`src/core/supervisor_pkg.sv`:
```
// constants for the supervisory reset generator
`default_nettype none
package supervisor_pkg;
  // reference clock
  localparam int unsigned CLK_HZ = 40000000;
  // reset hold period, in ms as printed
  localparam int unsigned HOLD_MS = 200;
  localparam longint unsigned HOLD_CYCLES = (longint'(HOLD_MS) * CLK_HZ) / 1000;
  // watchdog timeout, in ms (1.6 s)
  localparam int unsigned DOG_MS = 1600;
  localparam longint unsigned DOG_CYCLES = (longint'(DOG_MS) * CLK_HZ) / 1000;
  // shortest kick pulse that must be seen, in ns
  localparam int unsigned KICK_MIN_NS = 50;
  localparam int unsigned CLK_NS = 1000000000 / CLK_HZ;
  localparam int unsigned KICK_MIN_CYCLES =
    (KICK_MIN_NS / CLK_NS) < 1 ? 1 : (KICK_MIN_NS / CLK_NS);
  // counter width, enough for the longest count
  localparam int unsigned CNT_W = 32;
  localparam logic [CNT_W-1:0] CNT_ZERO = 32'h0000_0000;
  localparam logic [CNT_W-1:0] CNT_ONE = 32'h0000_0001;
  typedef enum logic [0:0] {
    ST_HOLD = 1'b0,
    ST_RUN  = 1'b1
  } sup_state_t;
endpackage
`default_nettype wire

```
`src/core/supervisor_reset_generator.sv`:
```
// supervisory reset generator with manual reset and watchdog
`timescale 1ns/1ps
`default_nettype none
module supervisor_reset_generator #(
  parameter longint unsigned HOLD_CYCLES = supervisor_pkg::HOLD_CYCLES,
  parameter longint unsigned DOG_CYCLES  = supervisor_pkg::DOG_CYCLES
) (
  // clock and reset
  input  wire logic SYS_CLK_IN,
  input  wire logic RST_IN,
  // monitored inputs, all asynchronous pins
  input  wire logic SUPPLY_LOW_IN,
  input  wire logic MANUAL_RESET_N_IN,
  input  wire logic MANUAL_RESET_DRIVEN_IN,
  input  wire logic WATCHDOG_KICK_IN,
  input  wire logic WATCHDOG_KICK_DRIVEN_IN,
  // reset outputs
  output logic      RESET_N_OUT,
  output logic      RESET_OUT
);
  localparam logic [31:0] HOLD_LAST = 32'(HOLD_CYCLES - 1);
  localparam logic [31:0] DOG_LAST  = 32'(DOG_CYCLES - 1);

  logic supply_low;
  logic mr_pin;
  logic mr_driven;
  logic kick;
  logic kick_driven;
  logic kick_prev;
  logic next_kick_prev;
  logic manual_active;
  logic kick_edge;
  logic dog_enabled;
  logic dog_expire;
  logic force_hold;
  supervisor_pkg::sup_state_t state;
  supervisor_pkg::sup_state_t next_state;
  logic [31:0] hold_cnt;
  logic [31:0] next_hold_cnt;
  logic [31:0] dog_cnt;
  logic [31:0] next_dog_cnt;

  // each pin passes two flops before use; 25 ns clock samples 50 ns kicks
  sync2 #(.RESET_VALUE(1'b1)) u_sync_supply (
    .clk_in (SYS_CLK_IN),
    .rst_in (RST_IN),
    .d_in   (SUPPLY_LOW_IN),
    .q_out  (supply_low)
  );
  sync2 #(.RESET_VALUE(1'b1)) u_sync_mr (
    .clk_in (SYS_CLK_IN),
    .rst_in (RST_IN),
    .d_in   (MANUAL_RESET_N_IN),
    .q_out  (mr_pin)
  );
  sync2 #(.RESET_VALUE(1'b0)) u_sync_mr_drv (
    .clk_in (SYS_CLK_IN),
    .rst_in (RST_IN),
    .d_in   (MANUAL_RESET_DRIVEN_IN),
    .q_out  (mr_driven)
  );
  sync2 #(.RESET_VALUE(1'b0)) u_sync_kick (
    .clk_in (SYS_CLK_IN),
    .rst_in (RST_IN),
    .d_in   (WATCHDOG_KICK_IN),
    .q_out  (kick)
  );
  sync2 #(.RESET_VALUE(1'b0)) u_sync_kick_drv (
    .clk_in (SYS_CLK_IN),
    .rst_in (RST_IN),
    .d_in   (WATCHDOG_KICK_DRIVEN_IN),
    .q_out  (kick_driven)
  );

  always_comb
  begin
    // an undriven pin floats to the pull-up level
    manual_active  = mr_driven & ~mr_pin;
    dog_enabled    = kick_driven;
    next_kick_prev = kick;
    kick_edge      = kick ^ kick_prev;
    // an edge on the last count means the level did not stay too long
    dog_expire     = dog_enabled && !kick_edge
                     && (dog_cnt == DOG_LAST);
    // bouncing switch keeps reloading the hold timer
    force_hold     = supply_low | manual_active;
  end

  always_comb
  begin
    next_state    = state;
    next_hold_cnt = hold_cnt;
    case (state)
      supervisor_pkg::ST_HOLD:
      begin
        if (force_hold)
          next_hold_cnt = supervisor_pkg::CNT_ZERO;
        else if (hold_cnt == HOLD_LAST)
        begin
          next_state    = supervisor_pkg::ST_RUN;
          next_hold_cnt = supervisor_pkg::CNT_ZERO;
        end
        else
          next_hold_cnt = hold_cnt + supervisor_pkg::CNT_ONE;
      end
      supervisor_pkg::ST_RUN:
      begin
        if (force_hold || dog_expire)
        begin
          next_state    = supervisor_pkg::ST_HOLD;
          next_hold_cnt = supervisor_pkg::CNT_ZERO;
        end
      end
      default:
      begin
        next_state    = supervisor_pkg::ST_HOLD;
        next_hold_cnt = supervisor_pkg::CNT_ZERO;
      end
    endcase
  end

  always_comb
  begin
    // counter frozen at zero while reset is out, or when disabled
    if (state != supervisor_pkg::ST_RUN || !dog_enabled)
      next_dog_cnt = supervisor_pkg::CNT_ZERO;
    else if (kick_edge || dog_expire)
      next_dog_cnt = supervisor_pkg::CNT_ZERO;
    else
      next_dog_cnt = dog_cnt + supervisor_pkg::CNT_ONE;
  end

  always_ff @(posedge SYS_CLK_IN or posedge RST_IN)
  begin
    if (RST_IN)
    begin
      state     <= supervisor_pkg::ST_HOLD;
      hold_cnt  <= supervisor_pkg::CNT_ZERO;
      dog_cnt   <= supervisor_pkg::CNT_ZERO;
      kick_prev <= 1'b0;
    end
    else
    begin
      state     <= next_state;
      hold_cnt  <= next_hold_cnt;
      dog_cnt   <= next_dog_cnt;
      kick_prev <= next_kick_prev;
    end
  end

  // both outputs decoded from the state register, so never out of step
  assign RESET_N_OUT = (state == supervisor_pkg::ST_RUN);
  assign RESET_OUT   = (state != supervisor_pkg::ST_RUN);

  inverse_out_a: assert property (
    @(posedge SYS_CLK_IN) disable iff (RST_IN)
    RESET_OUT == !RESET_N_OUT)
    else $error("complementary reset outputs disagree");

  hold_on_low_a: assert property (
    @(posedge SYS_CLK_IN) disable iff (RST_IN)
    force_hold |=> !RESET_N_OUT)
    else $error("reset released while a source is active");

  full_hold_a: assert property (
    @(posedge SYS_CLK_IN) disable iff (RST_IN)
    $rose(RESET_N_OUT) |-> hold_cnt == supervisor_pkg::CNT_ZERO
      && $past(hold_cnt) == HOLD_LAST)
    else $error("reset released before full hold");

  hold_restart_a: assert property (
    @(posedge SYS_CLK_IN) disable iff (RST_IN)
    supply_low |=> hold_cnt == supervisor_pkg::CNT_ZERO)
    else $error("hold timer not restarted by low supply");

  trigger_a: assert property (
    @(posedge SYS_CLK_IN) disable iff (RST_IN)
    (RESET_N_OUT && (force_hold || dog_expire)) |=> !RESET_N_OUT)
    else $error("reset source did not assert reset");

  dog_cleared_a: assert property (
    @(posedge SYS_CLK_IN) disable iff (RST_IN)
    !RESET_N_OUT |=> dog_cnt == supervisor_pkg::CNT_ZERO)
    else $error("watchdog counted during reset");

  kick_clear_a: assert property (
    @(posedge SYS_CLK_IN) disable iff (RST_IN)
    kick_edge |=> dog_cnt == supervisor_pkg::CNT_ZERO)
    else $error("kick edge did not clear watchdog");

  dog_off_a: assert property (
    @(posedge SYS_CLK_IN) disable iff (RST_IN)
    !dog_enabled |-> !dog_expire ##1 dog_cnt == supervisor_pkg::CNT_ZERO)
    else $error("disabled watchdog is counting");

  dog_fire_a: assert property (
    @(posedge SYS_CLK_IN) disable iff (RST_IN)
    dog_expire |=> !RESET_N_OUT ##1 !RESET_N_OUT)
    else $error("watchdog expiry did not reset");

  release_c: cover property (
    @(posedge SYS_CLK_IN) disable iff (RST_IN) $rose(RESET_N_OUT));
  dog_fire_c: cover property (
    @(posedge SYS_CLK_IN) disable iff (RST_IN) dog_expire);
  manual_c: cover property (
    @(posedge SYS_CLK_IN) disable iff (RST_IN)
    RESET_N_OUT ##1 manual_active);
  kick_c: cover property (
    @(posedge SYS_CLK_IN) disable iff (RST_IN) RESET_N_OUT && kick_edge);
endmodule // supervisor_reset_generator
`default_nettype wire

```
`src/core/sync2.sv`:
```
// two flip-flop synchroniser for one pin level
`timescale 1ns/1ps
`default_nettype none
module sync2 #(
  parameter logic RESET_VALUE = 1'b1
) (
  input  wire logic clk_in,
  input  wire logic rst_in,
  input  wire logic d_in,
  output logic      q_out
);
  logic first;
  logic next_first;
  logic next_q;

  always_comb
  begin
    next_first = d_in;
    next_q     = first;
  end

  always_ff @(posedge clk_in or posedge rst_in)
  begin
    if (rst_in)
    begin
      first <= RESET_VALUE;
      q_out <= RESET_VALUE;
    end
    else
    begin
      first <= next_first;
      q_out <= next_q;
    end
  end
endmodule // sync2
`default_nettype wire

```
`config.mk`:
```
export PLATFORM = sky130hd
export DESIGN_NAME = supervisor_reset_generator
export DESIGN_NICKNAME = d
export VERILOG_FILES = /design/src/core/supervisor_pkg.sv /design/src/core/supervisor_reset_generator.sv /design/src/core/sync2.sv
export SDC_FILE = /design/constraint.sdc
export NUM_CORES = 1
export LEC_CHECK = 0
export BUFFER_PORTS_ARGS = -buffer_cell sky130_fd_sc_hd__buf_2
export CAP_MARGIN = 20
export CORE_MARGIN = 3
export CORE_UTILIZATION = 47
export CTS_BUF_LIST = sky130_fd_sc_hd__clkbuf_8
export DETAILED_ROUTE_END_ITERATION = 16
export MAX_ROUTING_LAYER = met4
export PLACE_DENSITY = 0.71
export SYNTH_ARGS = -nofsm -noshare
export SYNTH_HDL_FRONTEND = slang
export SYNTH_SLANG_ARGS = --single-unit
```
`constraint.sdc`:
```
create_clock -name SYS_CLK_IN -period 2.1 [get_ports SYS_CLK_IN]
set_input_delay 0.21 -clock SYS_CLK_IN [delete_from_list [all_inputs] [get_ports SYS_CLK_IN]]
set_output_delay 0.21 -clock SYS_CLK_IN [all_outputs]
set_load 0.02 [all_outputs]
```
# Word-level counts from Yosys, hierarchy flattened
# Cells that the tools add are included.
# totals
wordCells,41
register_bits,76
input_bits,7
out_inout_bits,2
# classes
eq_ne,3
n_reduce_logical,7
bitwise,5
add_sub_neg,2
mux,10
# ops
operator,count
two-way mux 32 bit,5
adder 32 x 1 -> 32 bit (second input constant),2
one-hot mux 32 bit (2 select lines),1
== test 32 x 23 -> 1 bit (second input constant),1
== test 32 x 26 -> 1 bit (second input constant),1
logical OR 1 bit,3
two-way mux 1 bit,3
logical AND 1 bit,2
zero test 1 bit,2
inequality test 2 x 1 -> 1 bit (second input constant),1
inverter 1 bit,2
one-hot mux 1 bit (2 select lines),1
AND 1 bit,1
OR 1 bit,1
XOR 1 bit,1

# Longest topological paths before layout
# logic_depth
depth_word,7
ltp_mapped,7
depth_no_buf,6

# By module
# A second synthesis with hierarchy kept.
# hier_totals
hier_cells,402
hier_area_um2,3882.5
# modules_own_cells
module,area_per_inst_um2,seq_area_each_um2,n_inst,cells_per_inst
supervisor_reset_generator,3608.5,1651.6,1,387
sync2 (u_sync_kick ...),53.8,50.0,3,3
sync2 (u_sync_mr ...),56.3,52.6,2,3

# Least setup slack after synthesis
# OpenSTA, ideal clock, no wires.
# synth_timing
path_type,reg-to-reg
startpoint,reg hold_cnt[0]
endpoint,reg hold_cnt[26]
t_required_ns,1.974
arrival_time_ns,1.840
setup_time_ns,0.126
setup_slack_ns,0.134
synth_period_minus_slack_ns,1.966
stages_incl_launch_ff,7
path_buffers,0
cell_sequence,dfrtp_1 ha_1 nand3_2 nor4_4 nand2_2 o311a_1 a221o_1
# synth_between
elab_chain_len,4
word_cells_on_any_way,5
cone_classes,1 x add/sub; 1 x eq/ne; 3 x mux
# synth_lines
element,line,rtl
start: declaration,supervisor_reset_generator.sv:38,logic [31:0] hold_cnt;
start signal: assignment,supervisor_reset_generator.sv:138,hold_cnt <= supervisor_pkg::CNT_ZERO;
start signal: assignment,supervisor_reset_generator.sv:145,hold_cnt <= next_hold_cnt;
adder 32 x 1 -> 32 bit / == test 32 x 23 -> 1 bit (equally long branches),"supervisor_reset_generator.sv:104, supervisor_reset_generator.sv:98",
two-way mux 32 bit (*),supervisor_reset_generator.sv:98,else if (hold_cnt == HOLD_LAST)
two-way mux 32 bit (*),supervisor_reset_generator.sv:96,if (force_hold)
one-hot mux 32 bit (2 select lines) (*),supervisor_reset_generator.sv:93,case (state)
# Every way passes the cells marked *; elsewhere a longest branch is shown, timed or not.
# A chain may end at the register's enable or synchronous reset.

# Worst setup path in the final report
# Same ends and word-level chain as after synthesis.

==> metrics.yaml <==
post-route-period-util: 0.9570
maxCapViolations: 0
worstPathMaxFanout: 6
ys_ff_latch: 76
ios: 9
cp.arrival_ns: 2.25
diodes: 0
cts_max_level: 3
cts_tree: "built"
max_freq_ghz: 0.4976
cts_setup_buffers: 0
dp_cells: 505
crit_path_cell_trace: "ha_1, nand3_2, nor4_4, nand2_2, o311a_1, a221o_1"
syn_inst: 380
cp-end-kind: "flop"
core_area_um2: 7888
max_stage_delay_ns: 0.36
fill_cells: 670
cp-start-kind: "flop"
min_path_type: "flop to flop"
drc: 0
grt_max_degree: 77
slew_viol_final: 0
totalWireLength_um: 8017
syn_area_um2: 3905
areaGrowthSynthToFinish_pct: 16.24
place_ws_ns: 0.06840
worst_pin_slew_ns: 0.4775
viasPerCell: 5.755
drt-wirelength-per-cell_um: 15.21
stdcell_count: 527
max-clock-path-buffers: 2
hold_violations: 0
cts.sinks: 76
antenna_found_initial: 0
numPortBuffers: 8
clk_latency_ns: 0.35
num_vias: 3033
fin_crit_ns: 2.010
peakVddDrop_mv: 0.3775
grt_use_total: 0.1784
yosysWarnings: 0
fin_skew_ns: 0.009530
tns_ns: 0
gp_congestion: 0.8218
initial_core_util: 0.4951
outcome: "finished, final reports clean"
grt_pass1_wl_um: 13590
cp_slowest_cell: "dfrtp_1"
setup_viol: 0
hpwl_um: 5209
nNetsFinal: 429
crit_type: "flop to flop"
rsz0062_at_grt: "true"
firstDrtPassIters: 4
dieHeight_um: 97.15
num_rows: 32
setup_ws_ns: 0.09032
holdWs_ns: 0.3526
fin_util: 0.5755
synth_area_per_cell_um2: 10.28
die_w_um: 97.15
clkTransAtPathRegs_ns: 0.08
cts_buffers: 9
critical_path_required_ns: 2.34
drtIter0Drc: 153
root_buffer: "clkbuf_8"
syn_nets: 389
ys_types: 54
die_area_um2: 9438
slew_headroom: 0.6807
synth_seq_area_share: 0.4883
grt_pass1_vias: 2942
ant_nets: 0
overflow: 0
p_per_area_nw_per_um2: 593.5
drive_above_1_share: 0.1929
p_leak_nw: 2.111
## layer usage
metal | GRT usage | up-vias | wire length (µm)
met5 | - | - | 0
met4 | 0.04104 | 0 | 72
met3 | 0.05169 | 8 | 359
met2 | 0.2967 | 66 | 4093
met1 | 0.2156 | 1485 | 3492
li1 | - | 1474 | -
## critical path, delay by kind of cell (launching register included)
family                   cells  cell delay [ns]
AO/OA/AOI/OAI                2             0.61
adder cells (fa/ha/maj)      1             0.23
flip-flops                   1             0.36
AND/OR/NAND/NOR              3             0.70
## metrics by stage
stage          instance area [µm²]  power, mW
6_report                      4539      2.694
5_1_grt                       4539      2.795
4_1_cts                       4516      2.722
3_5_place_dp                  4268      1.655
3_3_place_gp                  4268      1.648
2_1_floorplan                 3909      1.610
## report_power, final
group	switching (mW)	internal, mW
registers	0.0245	1.49
logic	0.0703	0.0508
clock network	0.537	0.523
## Yosys cell counts (all sizes together)
cell type	n	share of area
clkbuf	11	0.011
a31o	1	0.0022
nand3b	1	0.0019
nor2b	1	0.0016
a41oi	1	0.0042
nor4	13	0.030
dfstp	4	0.027
or3	3	0.0051
mux2i	1	0.0026
and4	5	0.011
mux2	1	0.0029
a22o	6	0.013
a21oi	3	0.0038
dfrtp	72	0.46
o21ba	2	0.0051
nor2	42	0.040
o211a	4	0.010
buf	3	0.0054
o21bai	1	0.0019
a211o	14	0.032
a211oi	2	0.0038
a31oi	1	0.0032
a221o	8	0.021
xor2	14	0.031
or2	1	0.0016
nor4b	4	0.0090
xnor2	22	0.049
inv	13	0.012
nand2b	1	0.0016
o311a	1	0.0026
nand4	18	0.038
and3	26	0.042
a21o	2	0.0038
nand3	22	0.033
ha	2	0.0064
o21ai	3	0.0038
nor3	27	0.037
and2	4	0.0067
nand2	20	0.020
## area by class of cell
class | instances | area (µm²) | area share
inverters | 13 | 52.55 | 0.01158
repair buffers | 43 | 355.3 | 0.07828
well taps | 102 | 127.6 | 0.02811
flip-flops and latches | 76 | 1907 | 0.4201
multi-input cells | 277 | 1909 | 0.4206
clock buffers | 12 | 165.2 | 0.03638
clock inverters | 4 | 22.52 | 0.004961
## logic make-up (layout without fill, tap and decap cells)
kind of cell / Yosys count / after routing / share of synthesized area
AO/OA/AOI/OAI: 49 / 49 / 0.1105
XOR/XNOR: 36 / 36 / 0.08074
buffers and inverters: 27 / 72 / 0.02884
adder cells (fa/ha/maj): 2 / 2 / 0.006407
multiplexers: 2 / 2 / 0.005447
AND/OR/NAND/NOR: 188 / 188 / 0.2797
flip-flops: 76 / 76 / 0.4883
## flip-flops by register name, indices dropped and copies added (netlist names)
register / count
u_sync_supply.first: 1
u_sync_mr_drv.q_out: 1
u_sync_kick_drv.first: 1
u_sync_supply.q_out: 1
u_sync_mr_drv.first: 1
u_sync_mr.q_out: 1
hold_cnt: 32
kick_prev: 1
u_sync_kick.first: 1
dog_cnt: 32
u_sync_kick_drv.q_out: 1
RESET_N_OUT: 1
u_sync_mr.first: 1
u_sync_kick.q_out: 1
## cell usage in the layout (no fill, tap or decap), types with 4 or more instances in the layout
cell type      synthesis  final
inv_1                 13     13
a211o_1               13     13
dfstp_2                4      4
buf_2                  2      8
xor2_1                14     14
and3_1                24     24
nand2_1               19     19
xnor2_1               22     22
and4_1                 5      5
nor4_1                10      9
nand3_1               20     20
nand4_1               15     15
clkbuf_8               0     12
a22o_1                 6      6
o211a_1                4      4
nor2_1                42     41
dlygate4sd3_1          0      6
nor3_1                26     26
dfrtp_1               72     72
a221o_1                8      8
buf_4                  0     26
## what timing repair did
item | in CTS | in global routing
hold buffers | 6 | 0
setup endpoints to repair | 0 | 23
gates resized for setup | 0 | 4
hold endpoints to repair | 77 | 0
## final timing paths
| check | slack (ns) | startpoint | cells past startpoint | end |
|---|---|---|---|---|
| max | 0.09 | hold_cnt[0] | 6 | hold_cnt[26] |
| min | 0.35 | u_sync_kick_drv.first | 0 | u_sync_kick_drv.q_out |
| max reg2reg | 0.09 | hold_cnt[0] | 6 | hold_cnt[26] |
| min reg2reg | 0.35 | u_sync_kick_drv.first | 0 | u_sync_kick_drv.q_out |
| max in group asynchronous | 1.24 | RST_IN | 4 | u_sync_supply.q_out |
| min in group asynchronous | 0.50 | RST_IN | 4 | hold_cnt[7] |
Note: power is estimated with default switching activity, not from simulation.
